===== src/pkg/cdo_pkg.sv =====
// Constants, field layouts and carrier types of the compare and dead-time output unit.
// Assumes a 40 MHz timer clock and an APB master with 32-bit data.
package cdo_pkg;

    localparam int CLOCK_HZ        = 40_000_000;
    localparam int COUNT_W         = 10;
    localparam int ADDR_W          = 12;
    localparam int DATA_W          = 32;
    localparam int NUM_CMP         = 4;
    localparam int NUM_PAIR        = 3;
    localparam int DT_W            = 4;

    // Register byte offsets.
    localparam logic [11:0] OFS_COMPARE_A   = 12'h000;
    localparam logic [11:0] OFS_COMPARE_B   = 12'h004;
    localparam logic [11:0] OFS_COMPARE_C   = 12'h008;
    localparam logic [11:0] OFS_COMPARE_D   = 12'h00c;
    localparam logic [11:0] OFS_CONTROL     = 12'h010;
    localparam logic [11:0] OFS_FORCE       = 12'h014;
    localparam logic [11:0] OFS_FLAGS       = 12'h018;
    localparam logic [11:0] OFS_FLAG_ENABLE = 12'h01c;
    localparam logic [11:0] OFS_DEAD_TIME   = 12'h020;

    // Control word and dead-time register field positions.
    localparam int CTL_PWM_LSB     = 0;
    localparam int CTL_INV_BIT     = 3;
    localparam int CTL_MODE_LSB    = 8;
    localparam int CTL_DTPS_LSB    = 16;
    localparam int DT_RISE_LSB     = 4;
    localparam int DT_FALL_LSB     = 0;

    // Values after reset.
    localparam logic [9:0]  RST_COMPARE     = 10'h000;
    localparam logic [9:0]  RST_COMPARE_TOP = 10'h0ff;
    localparam logic [7:0]  RST_DEAD_TIME   = 8'h00;
    localparam logic [2:0]  RST_PRESCALE    = 3'h0;

    // Output mode encodings.
    localparam logic [1:0]  MODE_NONE       = 2'h0;
    localparam logic [1:0]  MODE_TOGGLE     = 2'h1;
    localparam logic [1:0]  MODE_CLEAR      = 2'h2;
    localparam logic [1:0]  MODE_SET        = 2'h3;

    typedef struct packed {
        logic [1:0] dt_prescale;
        logic [5:0] out_mode;
        logic       invert;
        logic [2:0] pwm_en;
    } ctrl_t;

    localparam ctrl_t RST_CTRL = '{dt_prescale: 2'h0, out_mode: 6'h00, invert: 1'b0, pwm_en: 3'h0};

    typedef struct packed {
        logic [5:0] level;
        logic [5:0] oe;
    } pin_drive_t;

endpackage


===== src/compare_deadtime_output_unit.sv =====
// Output compare unit with match flags, buffered compare values and dead-time pairs.
// Assumes an external counter that supplies the count, the update point and count-write strobes.
//
// The implementer's own choices: the APB register port and the address map.
`timescale 1ns/1ps

module compare_deadtime_output_unit
    import cdo_pkg::*;
(
    // Clock and reset
    input  wire logic                        clock_in,
    input  wire logic                        rst_in,
    // APB slave
    input  wire logic                        psel_in,
    input  wire logic                        penable_in,
    input  wire logic                        pwrite_in,
    input  wire logic [cdo_pkg::ADDR_W-1:0]  paddr_in,
    input  wire logic [cdo_pkg::DATA_W-1:0]  pwdata_in,
    output logic      [cdo_pkg::DATA_W-1:0]  prdata_out,
    output logic                             pready_out,
    output logic                             pslverr_out,
    // Counter side
    input  wire logic [cdo_pkg::COUNT_W-1:0] timer_count_in,
    input  wire logic                        count_written_in,
    input  wire logic                        update_point_in,
    output logic      [cdo_pkg::NUM_CMP-1:0] compare_match_out,
    // Flag service
    input  wire logic [2:0]                  flag_ack_in,
    output logic      [2:0]                  match_request_out,
    // Port pins
    input  wire logic [5:0]                  port_data_in,
    input  wire logic [5:0]                  port_dir_in,
    output cdo_pkg::pin_drive_t              pins_out
);

    import cdo_pkg::*;

    // ****************************************************************
    // Bus decode
    // ****************************************************************

    logic                     setup_rd;
    logic                     acc_wr;
    logic                     mapped;
    logic [DATA_W-1:0]        rd_mux;
    logic [DATA_W-1:0]        rdata_ff;
    logic                     err_ff;

    logic [COUNT_W-1:0]       written_ff [NUM_CMP];
    logic [COUNT_W-1:0]       active_ff  [NUM_CMP];
    ctrl_t                    ctrl_ff;
    logic [7:0]               dead_time_values_ff;
    logic [2:0]               match_flag_ff;
    logic [2:0]               flag_enable_ff;
    logic                     block_ff;
    logic [2:0]               prescale_ff;
    logic [NUM_CMP-1:0]       match_vec;
    logic [NUM_CMP-1:0]       cmp_wr;
    logic [NUM_CMP-1:0]       buffered;
    logic [2:0]               force_vec;
    logic [2:0]               wave_ff;
    logic [2:0]               true_vec;
    logic [2:0]               comp_vec;
    logic [2:0]               dt_mask;
    logic                     dt_tick;

    assign setup_rd = psel_in && !penable_in && !pwrite_in;
    assign acc_wr   = psel_in && penable_in && pwrite_in;

    always_comb begin
        mapped = 1'b1;
        rd_mux = '0;
        case (paddr_in)
            OFS_COMPARE_A:   rd_mux[COUNT_W-1:0] = written_ff[0];
            OFS_COMPARE_B:   rd_mux[COUNT_W-1:0] = written_ff[1];
            OFS_COMPARE_C:   rd_mux[COUNT_W-1:0] = written_ff[2];
            OFS_COMPARE_D:   rd_mux[COUNT_W-1:0] = written_ff[3];
            OFS_CONTROL: begin
                rd_mux[CTL_PWM_LSB +: 3]  = ctrl_ff.pwm_en;
                rd_mux[CTL_INV_BIT]       = ctrl_ff.invert;
                rd_mux[CTL_MODE_LSB +: 6] = ctrl_ff.out_mode;
                rd_mux[CTL_DTPS_LSB +: 2] = ctrl_ff.dt_prescale;
            end
            OFS_FORCE:       rd_mux = '0;
            OFS_FLAGS:       rd_mux[2:0] = match_flag_ff;
            OFS_FLAG_ENABLE: rd_mux[2:0] = flag_enable_ff;
            OFS_DEAD_TIME:   rd_mux[7:0] = dead_time_values_ff;
            default:         mapped = 1'b0;
        endcase
    end

    // Read data is captured in the setup phase so that it leaves a flop in the access phase.
    always_ff @(posedge clock_in) begin
        if (rst_in) begin
            rdata_ff <= '0;
            err_ff   <= 1'b0;
        end else if (psel_in && !penable_in) begin
            rdata_ff <= setup_rd ? rd_mux : '0;
            err_ff   <= !mapped;
        end
    end

    assign pready_out  = 1'b1;
    assign prdata_out  = rdata_ff;
    assign pslverr_out = psel_in && penable_in && err_ff;

    // ****************************************************************
    // Control registers
    // ****************************************************************

    always_ff @(posedge clock_in) begin
        if (rst_in) begin
            ctrl_ff <= RST_CTRL;
        end else if (acc_wr && paddr_in == OFS_CONTROL) begin
            ctrl_ff.pwm_en      <= pwdata_in[CTL_PWM_LSB +: 3];
            ctrl_ff.invert      <= pwdata_in[CTL_INV_BIT];
            ctrl_ff.out_mode    <= pwdata_in[CTL_MODE_LSB +: 6];
            ctrl_ff.dt_prescale <= pwdata_in[CTL_DTPS_LSB +: 2];
        end
    end

    always_ff @(posedge clock_in) begin
        if (rst_in) begin
            dead_time_values_ff <= RST_DEAD_TIME;
        end else if (acc_wr && paddr_in == OFS_DEAD_TIME) begin
            dead_time_values_ff <= pwdata_in[7:0];
        end
    end

    always_ff @(posedge clock_in) begin
        if (rst_in) begin
            flag_enable_ff <= 3'h0;
        end else if (acc_wr && paddr_in == OFS_FLAG_ENABLE) begin
            flag_enable_ff <= pwdata_in[2:0];
        end
    end

    assign force_vec = (acc_wr && paddr_in == OFS_FORCE) ? pwdata_in[2:0] : 3'h0;

    // ****************************************************************
    // Compare values and comparators
    // ****************************************************************

    assign cmp_wr[0] = acc_wr && paddr_in == OFS_COMPARE_A;
    assign cmp_wr[1] = acc_wr && paddr_in == OFS_COMPARE_B;
    assign cmp_wr[2] = acc_wr && paddr_in == OFS_COMPARE_C;
    assign cmp_wr[3] = acc_wr && paddr_in == OFS_COMPARE_D;

    // The top value is shared by all channels, so it is buffered whenever any channel runs PWM.
    assign buffered = {ctrl_ff.pwm_en[2], |ctrl_ff.pwm_en, ctrl_ff.pwm_en[1:0]};

    generate
        for (genvar i = 0; i < NUM_CMP; i++) begin : g_cmp
            localparam logic [COUNT_W-1:0] RST_VAL = (i == 2) ? RST_COMPARE_TOP : RST_COMPARE;

            always_ff @(posedge clock_in) begin
                if (rst_in) begin
                    written_ff[i] <= RST_VAL;
                end else if (cmp_wr[i]) begin
                    written_ff[i] <= pwdata_in[COUNT_W-1:0];
                end
            end

            always_ff @(posedge clock_in) begin
                if (rst_in) begin
                    active_ff[i] <= RST_VAL;
                end else if (!buffered[i] && cmp_wr[i]) begin
                    active_ff[i] <= pwdata_in[COUNT_W-1:0];
                end else if (buffered[i] && update_point_in) begin
                    active_ff[i] <= written_ff[i];
                end
            end

            assign match_vec[i] = (timer_count_in == active_ff[i]) && !block_ff;
        end
    endgenerate

    // A count write is seen in the cycle it happens, so the block covers the cycle after it.
    always_ff @(posedge clock_in) begin
        if (rst_in) begin
            block_ff <= 1'b0;
        end else begin
            block_ff <= count_written_in;
        end
    end

    assign compare_match_out = match_vec;

    // ****************************************************************
    // Match flags
    // ****************************************************************

    generate
        for (genvar k = 0; k < NUM_PAIR; k++) begin : g_flag
            localparam int CH = (k == 2) ? 3 : k;
            logic clr;

            assign clr = (acc_wr && paddr_in == OFS_FLAGS && pwdata_in[k]) || flag_ack_in[k];

            // A match in the clearing cycle wins, so no event is lost.
            always_ff @(posedge clock_in) begin
                if (rst_in) begin
                    match_flag_ff[k] <= 1'b0;
                end else if (match_vec[CH]) begin
                    match_flag_ff[k] <= 1'b1;
                end else if (clr) begin
                    match_flag_ff[k] <= 1'b0;
                end
            end
        end
    endgenerate

    assign match_request_out = match_flag_ff & flag_enable_ff;

    // ****************************************************************
    // Waveform generator
    // ****************************************************************

    generate
        for (genvar k = 0; k < NUM_PAIR; k++) begin : g_wave
            localparam int CH = (k == 2) ? 3 : k;
            logic [1:0] mode;
            logic       pwm;

            assign mode = ctrl_ff.out_mode[2*k +: 2];
            assign pwm  = ctrl_ff.pwm_en[k];

            // The state is never touched by a mode change, only by matches and strobes.
            always_ff @(posedge clock_in) begin
                if (rst_in) begin
                    wave_ff[k] <= 1'b0;
                end else if (mode == MODE_NONE) begin
                    wave_ff[k] <= wave_ff[k];
                end else if (pwm) begin
                    if (match_vec[CH]) begin
                        wave_ff[k] <= (mode == MODE_SET);
                    end else if (update_point_in) begin
                        wave_ff[k] <= (mode != MODE_SET);
                    end
                end else if (match_vec[CH] || force_vec[k]) begin
                    case (mode)
                        MODE_TOGGLE: wave_ff[k] <= !wave_ff[k];
                        MODE_CLEAR:  wave_ff[k] <= 1'b0;
                        MODE_SET:    wave_ff[k] <= 1'b1;
                        default:     wave_ff[k] <= wave_ff[k];
                    endcase
                end
            end
        end
    endgenerate

    // ****************************************************************
    // Dead-time prescaler and pairs
    // ****************************************************************

    always_ff @(posedge clock_in) begin
        if (rst_in) begin
            prescale_ff <= RST_PRESCALE;
        end else begin
            prescale_ff <= prescale_ff + 3'h1;
        end
    end

    always_comb begin
        case (ctrl_ff.dt_prescale)
            2'h0:    dt_mask = 3'h0;
            2'h1:    dt_mask = 3'h1;
            2'h2:    dt_mask = 3'h3;
            default: dt_mask = 3'h7;
        endcase
    end

    assign dt_tick = ((prescale_ff & dt_mask) == dt_mask);

    generate
        for (genvar k = 0; k < NUM_PAIR; k++) begin : g_dt
            dead_time_pair u_pair (
                .clock_in      (clock_in),
                .rst_in        (rst_in),
                .wave_in       (wave_ff[k]),
                .complement_in (ctrl_ff.pwm_en[k] && ctrl_ff.out_mode[2*k +: 2] == MODE_TOGGLE),
                .invert_in     (ctrl_ff.invert),
                .tick_in       (dt_tick),
                .rise_dt_in    (dead_time_values_ff[DT_RISE_LSB +: DT_W]),
                .fall_dt_in    (dead_time_values_ff[DT_FALL_LSB +: DT_W]),
                .true_out      (true_vec[k]),
                .comp_out      (comp_vec[k])
            );

            // Direction always stays with the port; only the level is taken over.
            assign pins_out.level[2*k]   = (ctrl_ff.out_mode[2*k +: 2] != MODE_NONE) ? true_vec[k]
                                                                                  : port_data_in[2*k];
            assign pins_out.level[2*k+1] = (ctrl_ff.out_mode[2*k +: 2] != MODE_NONE) ? comp_vec[k]
                                                                                  : port_data_in[2*k+1];
            assign pins_out.oe[2*k +: 2] = port_dir_in[2*k +: 2];
        end
    endgenerate
endmodule


===== src/dead_time_pair.sv =====
// One dead-time generator turning a waveform into a true and complement pair.
// Assumes a prescaled tick from the parent on the same clock, one cycle wide except at prescale setting 0, where it stays high.
`timescale 1ns/1ps

module dead_time_pair
    import cdo_pkg::*;
(
    // Clock and reset
    input  wire logic            clock_in,
    input  wire logic            rst_in,
    // Waveform and settings
    input  wire logic            wave_in,
    input  wire logic            complement_in,
    input  wire logic            invert_in,
    input  wire logic            tick_in,
    input  wire logic [DT_W-1:0] rise_dt_in,
    input  wire logic [DT_W-1:0] fall_dt_in,
    // Pair outputs
    output logic                 true_out,
    output logic                 comp_out
);

    logic            prev_ff;
    logic [DT_W-1:0] cnt_ff;
    logic [DT_W-1:0] nxt_cnt;
    logic            true_ff;
    logic            comp_ff;
    logic            idle;

    always_comb begin
        nxt_cnt = cnt_ff;
        if (wave_in != prev_ff) begin
            nxt_cnt = wave_in ? rise_dt_in : fall_dt_in;
        end else if (cnt_ff != '0 && tick_in) begin
            nxt_cnt = cnt_ff - 1'b1;
        end
        idle = (nxt_cnt == '0);
    end

    always_ff @(posedge clock_in) begin
        if (rst_in) begin
            prev_ff <= 1'b0;
            cnt_ff  <= '0;
        end else begin
            prev_ff <= wave_in;
            cnt_ff  <= nxt_cnt;
        end
    end

    // Outputs always come from flops, so even zero dead time costs one cycle of lag.
    always_ff @(posedge clock_in) begin
        if (rst_in) begin
            true_ff <= 1'b0;
            comp_ff <= 1'b0;
        end else if (complement_in) begin
            true_ff <= (wave_in & idle) ^ invert_in;
            comp_ff <= (~wave_in & idle) ^ invert_in;
        end else begin
            true_ff <= wave_in;
            comp_ff <= 1'b0;
        end
    end

    assign true_out = true_ff;
    assign comp_out = comp_ff;
endmodule


===== config.mk =====
export PLATFORM = sky130hd
export DESIGN_NAME = compare_deadtime_output_unit
export DESIGN_NICKNAME = d
export VERILOG_FILES = /design/src/pkg/cdo_pkg.sv /design/src/compare_deadtime_output_unit.sv /design/src/dead_time_pair.sv
export SDC_FILE = /design/constraint.sdc
export NUM_CORES = 1
export LEC_CHECK = 0
export ABC_AREA = 1
export BUFFER_PORTS_ARGS = -buffer_cell sky130_fd_sc_hd__buf_2
export CORE_MARGIN = 3
export CORE_UTILIZATION = 55
export CTS_BUF_LIST = sky130_fd_sc_hd__clkbuf_4
export CTS_CLUSTER_SIZE = 28
export DETAILED_ROUTE_END_ITERATION = 7
export PLACE_DENSITY_LB_ADDON = 0.1
export SYNTH_ARGS = -nofsm -noshare
export SYNTH_HDL_FRONTEND = slang
export SYNTH_SLANG_ARGS = --single-unit

===== constraint.sdc =====
create_clock -name clock_in -period 2.8 [get_ports clock_in]
set_input_delay 0.42 -clock clock_in [delete_from_list [all_inputs] [get_ports clock_in]]
set_output_delay 0.42 -clock clock_in [all_outputs]
set_load 0.01 [all_outputs]

==> results of run 1 <==
-- worst min-delay path, stage by stage --
cell    delay [ns]
buf_2         0.09
inv_1         0.04
nor2_1        0.03
-- power breakdown --
group	switching (W)	leakage [nW]	total (W)	internal, W
clock network	0.000748	0.158	0.00129	0.000546
logic	0.000759	2.29	0.00119	0.000431
registers	0.0000741	1.34	0.00252	0.00245
-- routing by layer --
| layer | share of wire (%) | up-vias |
|---|---|---|
| li1 | - | 3479 |
| met1 | 47 | 3157 |
| met2 | 42 | 377 |
| met3 | 8.9 | 44 |
| met4 | 2.2 | 0 |
| met5 | 0 | - |
-- registers in the layout, summed over array words and instances (netlist names), 8 cells and up --
name                 cells
dead_time_values_ff      8
g_dt.u_pair.cnt_ff      12
active_ff               40
written_ff              40
ctrl_ff                  9
prdata_out              16
-- logic make-up after synthesis --
group	synth area share [%]
compound gates	13.41
xor+xnor	2.374
fa+ha+maj	2.004
buf+inv	10.24
flops	47.11
mux	0.8324
other cells	0.09253
simple gates	23.94
-- placed cells by master (no fill, tap or decap), drive strengths merged, types with 20 or more instances in the layout --
master  count
nand2     205
inv       140
nor2      132
buf        93
edfxtp     80
dfxtp      71
a21oi      70
nand3      60
o21ai      56
o22ai      55
clkbuf     20
-- stage by stage --
stage / utilization [%] / std cells / worst slack [ns]
finish: 62.61 / 1280 / 0.3773
global placement: 60.72 / 1246 / 0.5686
global route: 62.61 / 1280 / 0.1760
floorplan: - / 1018 / 0.5936
detailed placement: 60.72 / 1246 / 0.5661
CTS: 62.57 / 1278 / 0.3652
-- layout make-up --
cell class                 count  area [um^2]
fill                        1286         5291
sequential                   151         3824
multi-input combinational    680         3518
inverter                     142        534.3
timing repair buffer          93        490.5
tap                          180        225.2
clock buffer                  20        150.1
clock inverter                12        111.4
antenna                        2        5.005
-- final timing paths --
path                            cells after the start              endpoint  slack [ns]              from
worst max-delay path                                5  compare_match_out[1]        0.38   active_ff[1][0]
worst min-delay path                                3              block_ff        0.06  count_written_in
worst max register to register                      7       active_ff[2][6]        0.73       buffered[0]
worst min register to register                      1        prescale_ff[0]        0.46    prescale_ff[0]
==> flow_metrics.tcl, run 1 <==
set metrics [dict create \
    status "finished clean" \
    synthCells 1003 \
    drt_iter0_drc 725 \
    placed_area_um2 8592 \
    synth_warnings 0 \
    synth_most_common_cell "nand2_1" \
    cts.repair.resized 0 \
    fin_skew_ns 0.02115 \
    finalPower_w 0.005007 \
    finalHoldViolations 0 \
    numCtsBuffers 17 \
    via_count 7057 \
    wirelength_um 21490 \
    die_h_um 127.5 \
    synth_top_cell_by_area "edfxtp_1" \
    die_x_um 127.5 \
    yosysUniqueCellTypes 44 \
    via_per_inst 5.513 \
    syn_to_final_growth_pct 9.141 \
    slew_headroom_pct 61.34 \
    yosys-top-cells-count "nand2_1 (191), inv_1 (124), nor2_1 (114)" \
    row_count 43 \
    slowest_delay_ns 0.42 \
    grt_overflow 0 \
    synth_edf_count 80 \
    hpwlAfterDp_um 16230 \
    slowest_stage "edfxtp_1" \
    setup_tns_ns 0 \
    netlist.area_leader.share_pct 29.60 \
    synth.area.top_cells "edfxtp_1 (30%), dfxtp_1 (18%), nand2_1 (8.8%)" \
    final_nets 1174 \
    finalSetupViolations 0 \
    grt_use_met1_pct 40.18 \
    wl_per_cell_um 16.79 \
    end_kind "output pin" \
    slew_violations 0 \
    period_share_pct 86.52 \
    crit_required_ns 2.38 \
    synth_seq_cells 151 \
    grt_usage_pct 26.69 \
    avgSynthCellArea_um2 8.092 \
    cts_tree "done" \
    synth_seq_area_share_pct 47.11 \
    grt_setup_unrepaired "false" \
    use_met2_pct 38.40 \
    critical-path-top-delay-family "simple AND/OR/NAND/NOR gates" \
    arrival_ns 2.00 \
    port_buffers 83 \
    grt_use_met3_pct 5.811 \
    power_density_nw_per_um2 565.3 \
    tightest_slew_ns 0.5784 \
    cts.sinks 151 \
    antenna_found_initial 1 \
    worstSkewPairLatency_ns 0.56 \
    gp_congestion 0.9749 \
    htreeDepth 4 \
    busiest_layer "met1" \
    cts.path.max_buffers 2 \
    die_area_um2 16250 \
    grt_pass1_vias 6226 \
    initial_core_util_pct 57.36 \
    hp-class "input port to register" \
    ios 129 \
    maxCapViolCount 0 \
    final_area_um2 8859 \
    leakagePower_nw 3.797 \
    netlist_area_um2 8117 \
    root_buffer "clkbuf_4" \
    crit_chain "xor2_1, nor4_1, nand3_1, inv_1, buf_2" \
    dr.pass1.iters 5 \
    vdd.ir_drop.worst_uv 272.6 \
    antenna_left 0 \
    fmax_ghz 0.4128 \
    cts_setup_buffers 0 \
    cts_hold_buf 0 \
    start_kind "register" \
    async_flop_share_pct 0 \
    grt_first_pass_wirelength_um 33350 \
    grt_max_degree 47 \
    synthFlopType "edfxtp_1" \
    drc_errors 0 \
    path_class "register to output pin" \
    drive_above_1_share_pct 17.85 \
    period_needed_ns 2.423 \
    clk_pin_slew_ns 0.13 \
    crit_buf_inv 2 \
    core-area_um2 14150 \
    whs_ns 0.05675 \
    path_max_fanout 5 \
]
No activity file was read; power rests on OpenSTA's default activity.
==> run 2, diff against run 1 <==
- clock period: 2.8 -> 2.61 ns (I/O delays scaled with it)
==> flow_metrics.tcl, run 2 (synthesis results as in run 1) <==
set metrics [dict create \
    slew_violations 0 \
    layout_common_cells "nand2_1 (191), inv_1 (124), nor2_1 (114)" \
    row_count 43 \
    start_kind "register" \
    arrival_ns 1.97 \
    multi_input_area_um2 3518 \
    status "finished clean" \
    path_max_fanout 5 \
    slowest_stage "edfxtp_1" \
    slew_headroom_pct 61.69 \
    root_buffer "clkbuf_4" \
    cts_tree "done" \
    grt_pass1_vias 6179 \
    antenna_left 0 \
    worstSkewPairLatency_ns 0.55 \
    regArea_um2 3824 \
    vdd.ir_drop.worst_uv 336.4 \
    hp-class "input port to register" \
    startpoint "active_ff[1][0]" \
    power_density_nw_per_um2 608.1 \
    wl_per_cell_um 16.66 \
    port_buffers 83 \
    grt_max_degree 36 \
    cp.depth 5 \
    drt_iter0_drc 883 \
    htreeDepth 4 \
    die_x_um 127.5 \
    ios 129 \
    r2r-start "buffered[3]" \
    via_count 6979 \
    crit_chain "xor2_1, nor4_1, nand3_1, inv_1, buf_2" \
    crit_required_ns 2.22 \
    initial_core_util_pct 57.36 \
    tightest_slew_ns 0.5733 \
    endpoint "compare_match_out[1]" \
    antenna_found_initial 1 \
    crit_buf_inv 2 \
    r2r_cells 7 \
    grt_usage_pct 26.59 \
    setup_ws_ns 0.2529 \
    drc_errors 0 \
    finalHoldViolations 0 \
    grt_setup_unrepaired "false" \
    wirelength_um 21330 \
    cts.path.max_buffers 2 \
    syn_to_final_growth_pct 9.296 \
    core-area_um2 14150 \
    cts.sinks 151 \
    finalSetupViolations 0 \
    via_per_inst 5.452 \
    grt_first_pass_wirelength_um 33240 \
    numCtsBuffers 17 \
    dp_worst_setup_slack_ns 0.4222 \
    grt_overflow 0 \
    fillers 1302 \
    gp_congestion 0.9718 \
    period_share_pct 90.31 \
    clk_pin_slew_ns 0.12 \
    hpwlAfterDp_um 16180 \
    die_h_um 127.5 \
    final_nets 1174 \
    regToRegEndpoint "active_ff[2][6]" \
    end_kind "output pin" \
    maxCapViolCount 0 \
    drive_above_1_share_pct 17.76 \
    dr.pass1.iters 6 \
    mostFrequentLayoutCell "nand2_1" \
    leakagePower_nw 3.770 \
    cts.repair.resized 0 \
    slowest_delay_ns 0.40 \
    cts_setup_buffers 0 \
    fmax_ghz 0.4243 \
    cts_hold_buf 0 \
    setup_tns_ns 0 \
    r2r_setup_slack_ns 0.68 \
    critical-path-top-delay-family "simple AND/OR/NAND/NOR gates" \
    fin_skew_ns 0.01530 \
    die_area_um2 16250 \
    period_needed_ns 2.357 \
    path_class "register to output pin" \
]
run 2: changes by cell type in the layout (fill, tap and decap cells not counted), sizes merged:
cell	change
clkbuf	-1
clkinv	-3
clkinvlp	+6
inv	-2
run 2: worst min path at each step:
stage                          start             end  slack (ns)  depth (start not counted)
floorplan             prescale_ff[0]  prescale_ff[0]        0.41                          1
global placement      prescale_ff[0]  prescale_ff[0]        0.43                          1
detailed placement    prescale_ff[0]  prescale_ff[0]        0.44                          1
CTS                 count_written_in        block_ff        0.03                          3
global route        count_written_in        block_ff        0.02                          3
finish              count_written_in        block_ff        0.06                          3
run 2: metrics by stage:
step	area [um^2]	total power (W)	hold WS, ns	util [%]	instances
final	8871	0.005395	0.05830	62.69	1280
after global placement	8592	0.004002	0.4299	60.72	1246
after global routing	8871	0.005733	0.02397	62.69	1280
after CTS	8866	0.005420	0.02794	62.66	1278
after detailed placement	8592	0.004029	0.4377	60.72	1246
after floorplan	8173	0.003778	0.4140	-	1018
run 2: metal layers:
metal | GRT usage (%) | share of wire [%] | wire, um
met1 | 40.36 | 47 | 9927
met5 | 0 | 0 | 0
met2 | 37.94 | 42 | 8987
met3 | 4.849 | 8.7 | 1851
met4 | 9.653 | 2.6 | 560
run 2: cell type report:
type                       instances  area share [%]
antenna                            2         0.05642
clock buffer                      19           1.608
tap                              180           2.539
timing repair buffer              93           5.529
sequential                       151           43.10
clock inverter                    13           1.481
inverter                         142           6.023
multi-input combinational        680           39.66
run 2: worst reg2reg max path, stage by stage, from the launching register on:
cell and delay [ns]:
dfxtp_1 0.41, nor3_1 0.31, inv_1 0.16, nand3_1 0.10, buf_4 0.22, o21ai_1 0.10
inv_1 0.08, nand2_1 0.24
run 2: power by group:
part	leakage [nW]	total (W)	switching, W	internal [W]
logic	2.29	0.00128	0.000816	0.000464
registers	1.34	0.00270	0.0000753	0.00263
clock network	0.132	0.00141	0.000832	0.000580
total	3.77	0.00539	0.00172	0.00367
==> run 3, diff against run 2 <==
- BUFFER_PORTS_ARGS: -buffer_cell sky130_fd_sc_hd__buf_2 -> unset
- DONT_BUFFER_PORTS: unset -> 1
==> flow_metrics.tcl, run 3 (synthesis results as in run 1) <==
set metrics [dict create \
    status "finished clean" \
    cts.sinks 151 \
    antenna_left 0 \
    slew_violations 0 \
    syn_to_final_growth_pct 7.014 \
    regToRegEndpoint "g_dt[1].u_pair.true_out" \
    cts_hold_buf 23 \
    period_share_pct 93.23 \
    r2r_setup_slack_ns 0.70 \
    tightest_slew_ns 1.019 \
    cts_setup_buffers 0 \
    grt_max_degree 41 \
    initial_core_util_pct 57.36 \
    root_buffer "clkbuf_4" \
    worstSkewPairLatency_ns 0.59 \
    gp_congestion 1.046 \
    end_kind "output pin" \
    die_h_um 127.5 \
    grt_first_pass_wirelength_um 33530 \
    grt_pass1_vias 6123 \
    cts.repair.resized 0 \
    leakagePower_nw 3.515 \
    slew_headroom_pct 31.79 \
    dr.pass1.iters 6 \
    finalSetupViolations 0 \
    vdd.ir_drop.worst_uv 277.9 \
    setup_tns_ns 0 \
    via_per_inst 5.615 \
    setup_ws_ns 0.1766 \
    core-area_um2 14150 \
    min_from "pwdata_in[3]" \
    drc_errors 0 \
    min_to "ctrl_ff[3]" \
    final_nets 1111 \
    dpl.cell_count 1160 \
    wl_per_cell_um 17.99 \
    crit_required_ns 2.22 \
    numCtsBuffers 17 \
    maxCapViolCount 0 \
    fillers 1263 \
    wirelength_um 21880 \
    fin_skew_ns 0.01858 \
    cts_tree "done" \
    path_class "register to output pin" \
    cts.path.max_buffers 2 \
    mostFrequentLayoutCell "nand2_1" \
    fmax_ghz 0.4110 \
    r2r-start "g_dt[1].u_pair.cnt_ff[0]" \
    fin_cells 1216 \
    start_kind "register" \
    utilization_pct 61.38 \
    arrival_ns 2.04 \
    port_buffers 0 \
    antenna_found_initial 1 \
    r2r_cells 16 \
    multi_input_area_um2 3518 \
    power_density_nw_per_um2 627.3 \
    hpwlAfterDp_um 16020 \
    period_needed_ns 2.433 \
    path_max_fanout 5 \
    grt_setup_unrepaired "false" \
    layout_common_cells "nand2_1 (191), inv_1 (124), nor2_1 (114)" \
    ios 129 \
    min_path_cells 2 \
    finalHoldViolations 0 \
    grt_overflow 0 \
    clk_pin_slew_ns 0.13 \
    row_count 43 \
    via_count 6828 \
    die_x_um 127.5 \
    grt_usage_pct 27.11 \
    die_area_um2 16250 \
    regArea_um2 3824 \
    drive_above_1_share_pct 10.53 \
    drt_iter0_drc 824 \
    htreeDepth 4 \
    dp_worst_setup_slack_ns 0.4017 \
    hp-class "input port to register" \
]
run 3: changes by cell type in the layout (fill, tap and decap cells not counted):
cell / change
inv_6: -1
diode_2: -1
dlygate4sd3_1: +22
bufinv_16: +1
clkinvlp_4: -4
buf_12: +1
buf_2: -83
buf_4: -3
clkbuf_4: +2
clkinv_1: +1
clkinv_2: +1
run 3: critical path, stage by stage (launching register included):
cell	delay (ns)
edfxtp_1	0.39
xnor2_1	0.21
nand3_1	0.11
nor3_1	0.19
nand3_1	0.34
inv_1	0.23
run 3: worst max path at each step:
stage                    startpoint  cells past startpoint                    to
floorplan               paddr_in[7]                      6      written_ff[2][0]
global placement        paddr_in[7]                      5       active_ff[3][5]
detailed placement      paddr_in[7]                      5       active_ff[3][7]
CTS                 active_ff[1][2]                      5  compare_match_out[1]
global route               block_ff                      5  compare_match_out[2]
finish              active_ff[1][2]                      5  compare_match_out[1]
run 3: final cells by class:
| cell class | count | area share [%] |
|---|---|---|
| Multi-Input combinational cell | 680 | 40.51 |
| Clock buffer | 21 | 1.815 |
| Tap cell | 180 | 2.593 |
| Antenna cell | 1 | 0.02881 |
| Inverter | 142 | 6.151 |
| Timing Repair Buffer | 30 | 3.371 |
| Sequential cell | 151 | 44.02 |
| Clock inverter | 11 | 1.513 |
run 3: where the power goes:
group / total [W] / internal (W) / switching (W) / leakage, nW
clock: 0.00151 / 0.000691 / 0.000815 / 0.156
combinational: 0.00124 / 0.000455 / 0.000781 / 2.01
sequential: 0.00271 / 0.00263 / 0.0000783 / 1.34
total: 0.00545 / 0.00377 / 0.00167 / 3.51
run 3: layer usage:
layer / track usage (%) / vias up / routed length (um)
met5: 0 / - / 0
li1: - / 3351 / -
met4: 9.211 / 0 / 534
met3: 6.522 / 53 / 1913
met1: 40.77 / 3092 / 10200
met2: 38.22 / 332 / 9226
run 3: stage by stage:
step / total power, W / hold WS [ns] / area [um^2]
after CTS: 0.005459 / 0.0001391 / 8683
after detailed placement: 0.003948 / 0.4379 / 8154
after global placement: 0.003927 / 0.4282 / 8154
final: 0.005448 / 0.03743 / 8686
after global routing: 0.005742 / 0.01763 / 8686
after floorplan: 0.003778 / 0.4140 / 8173
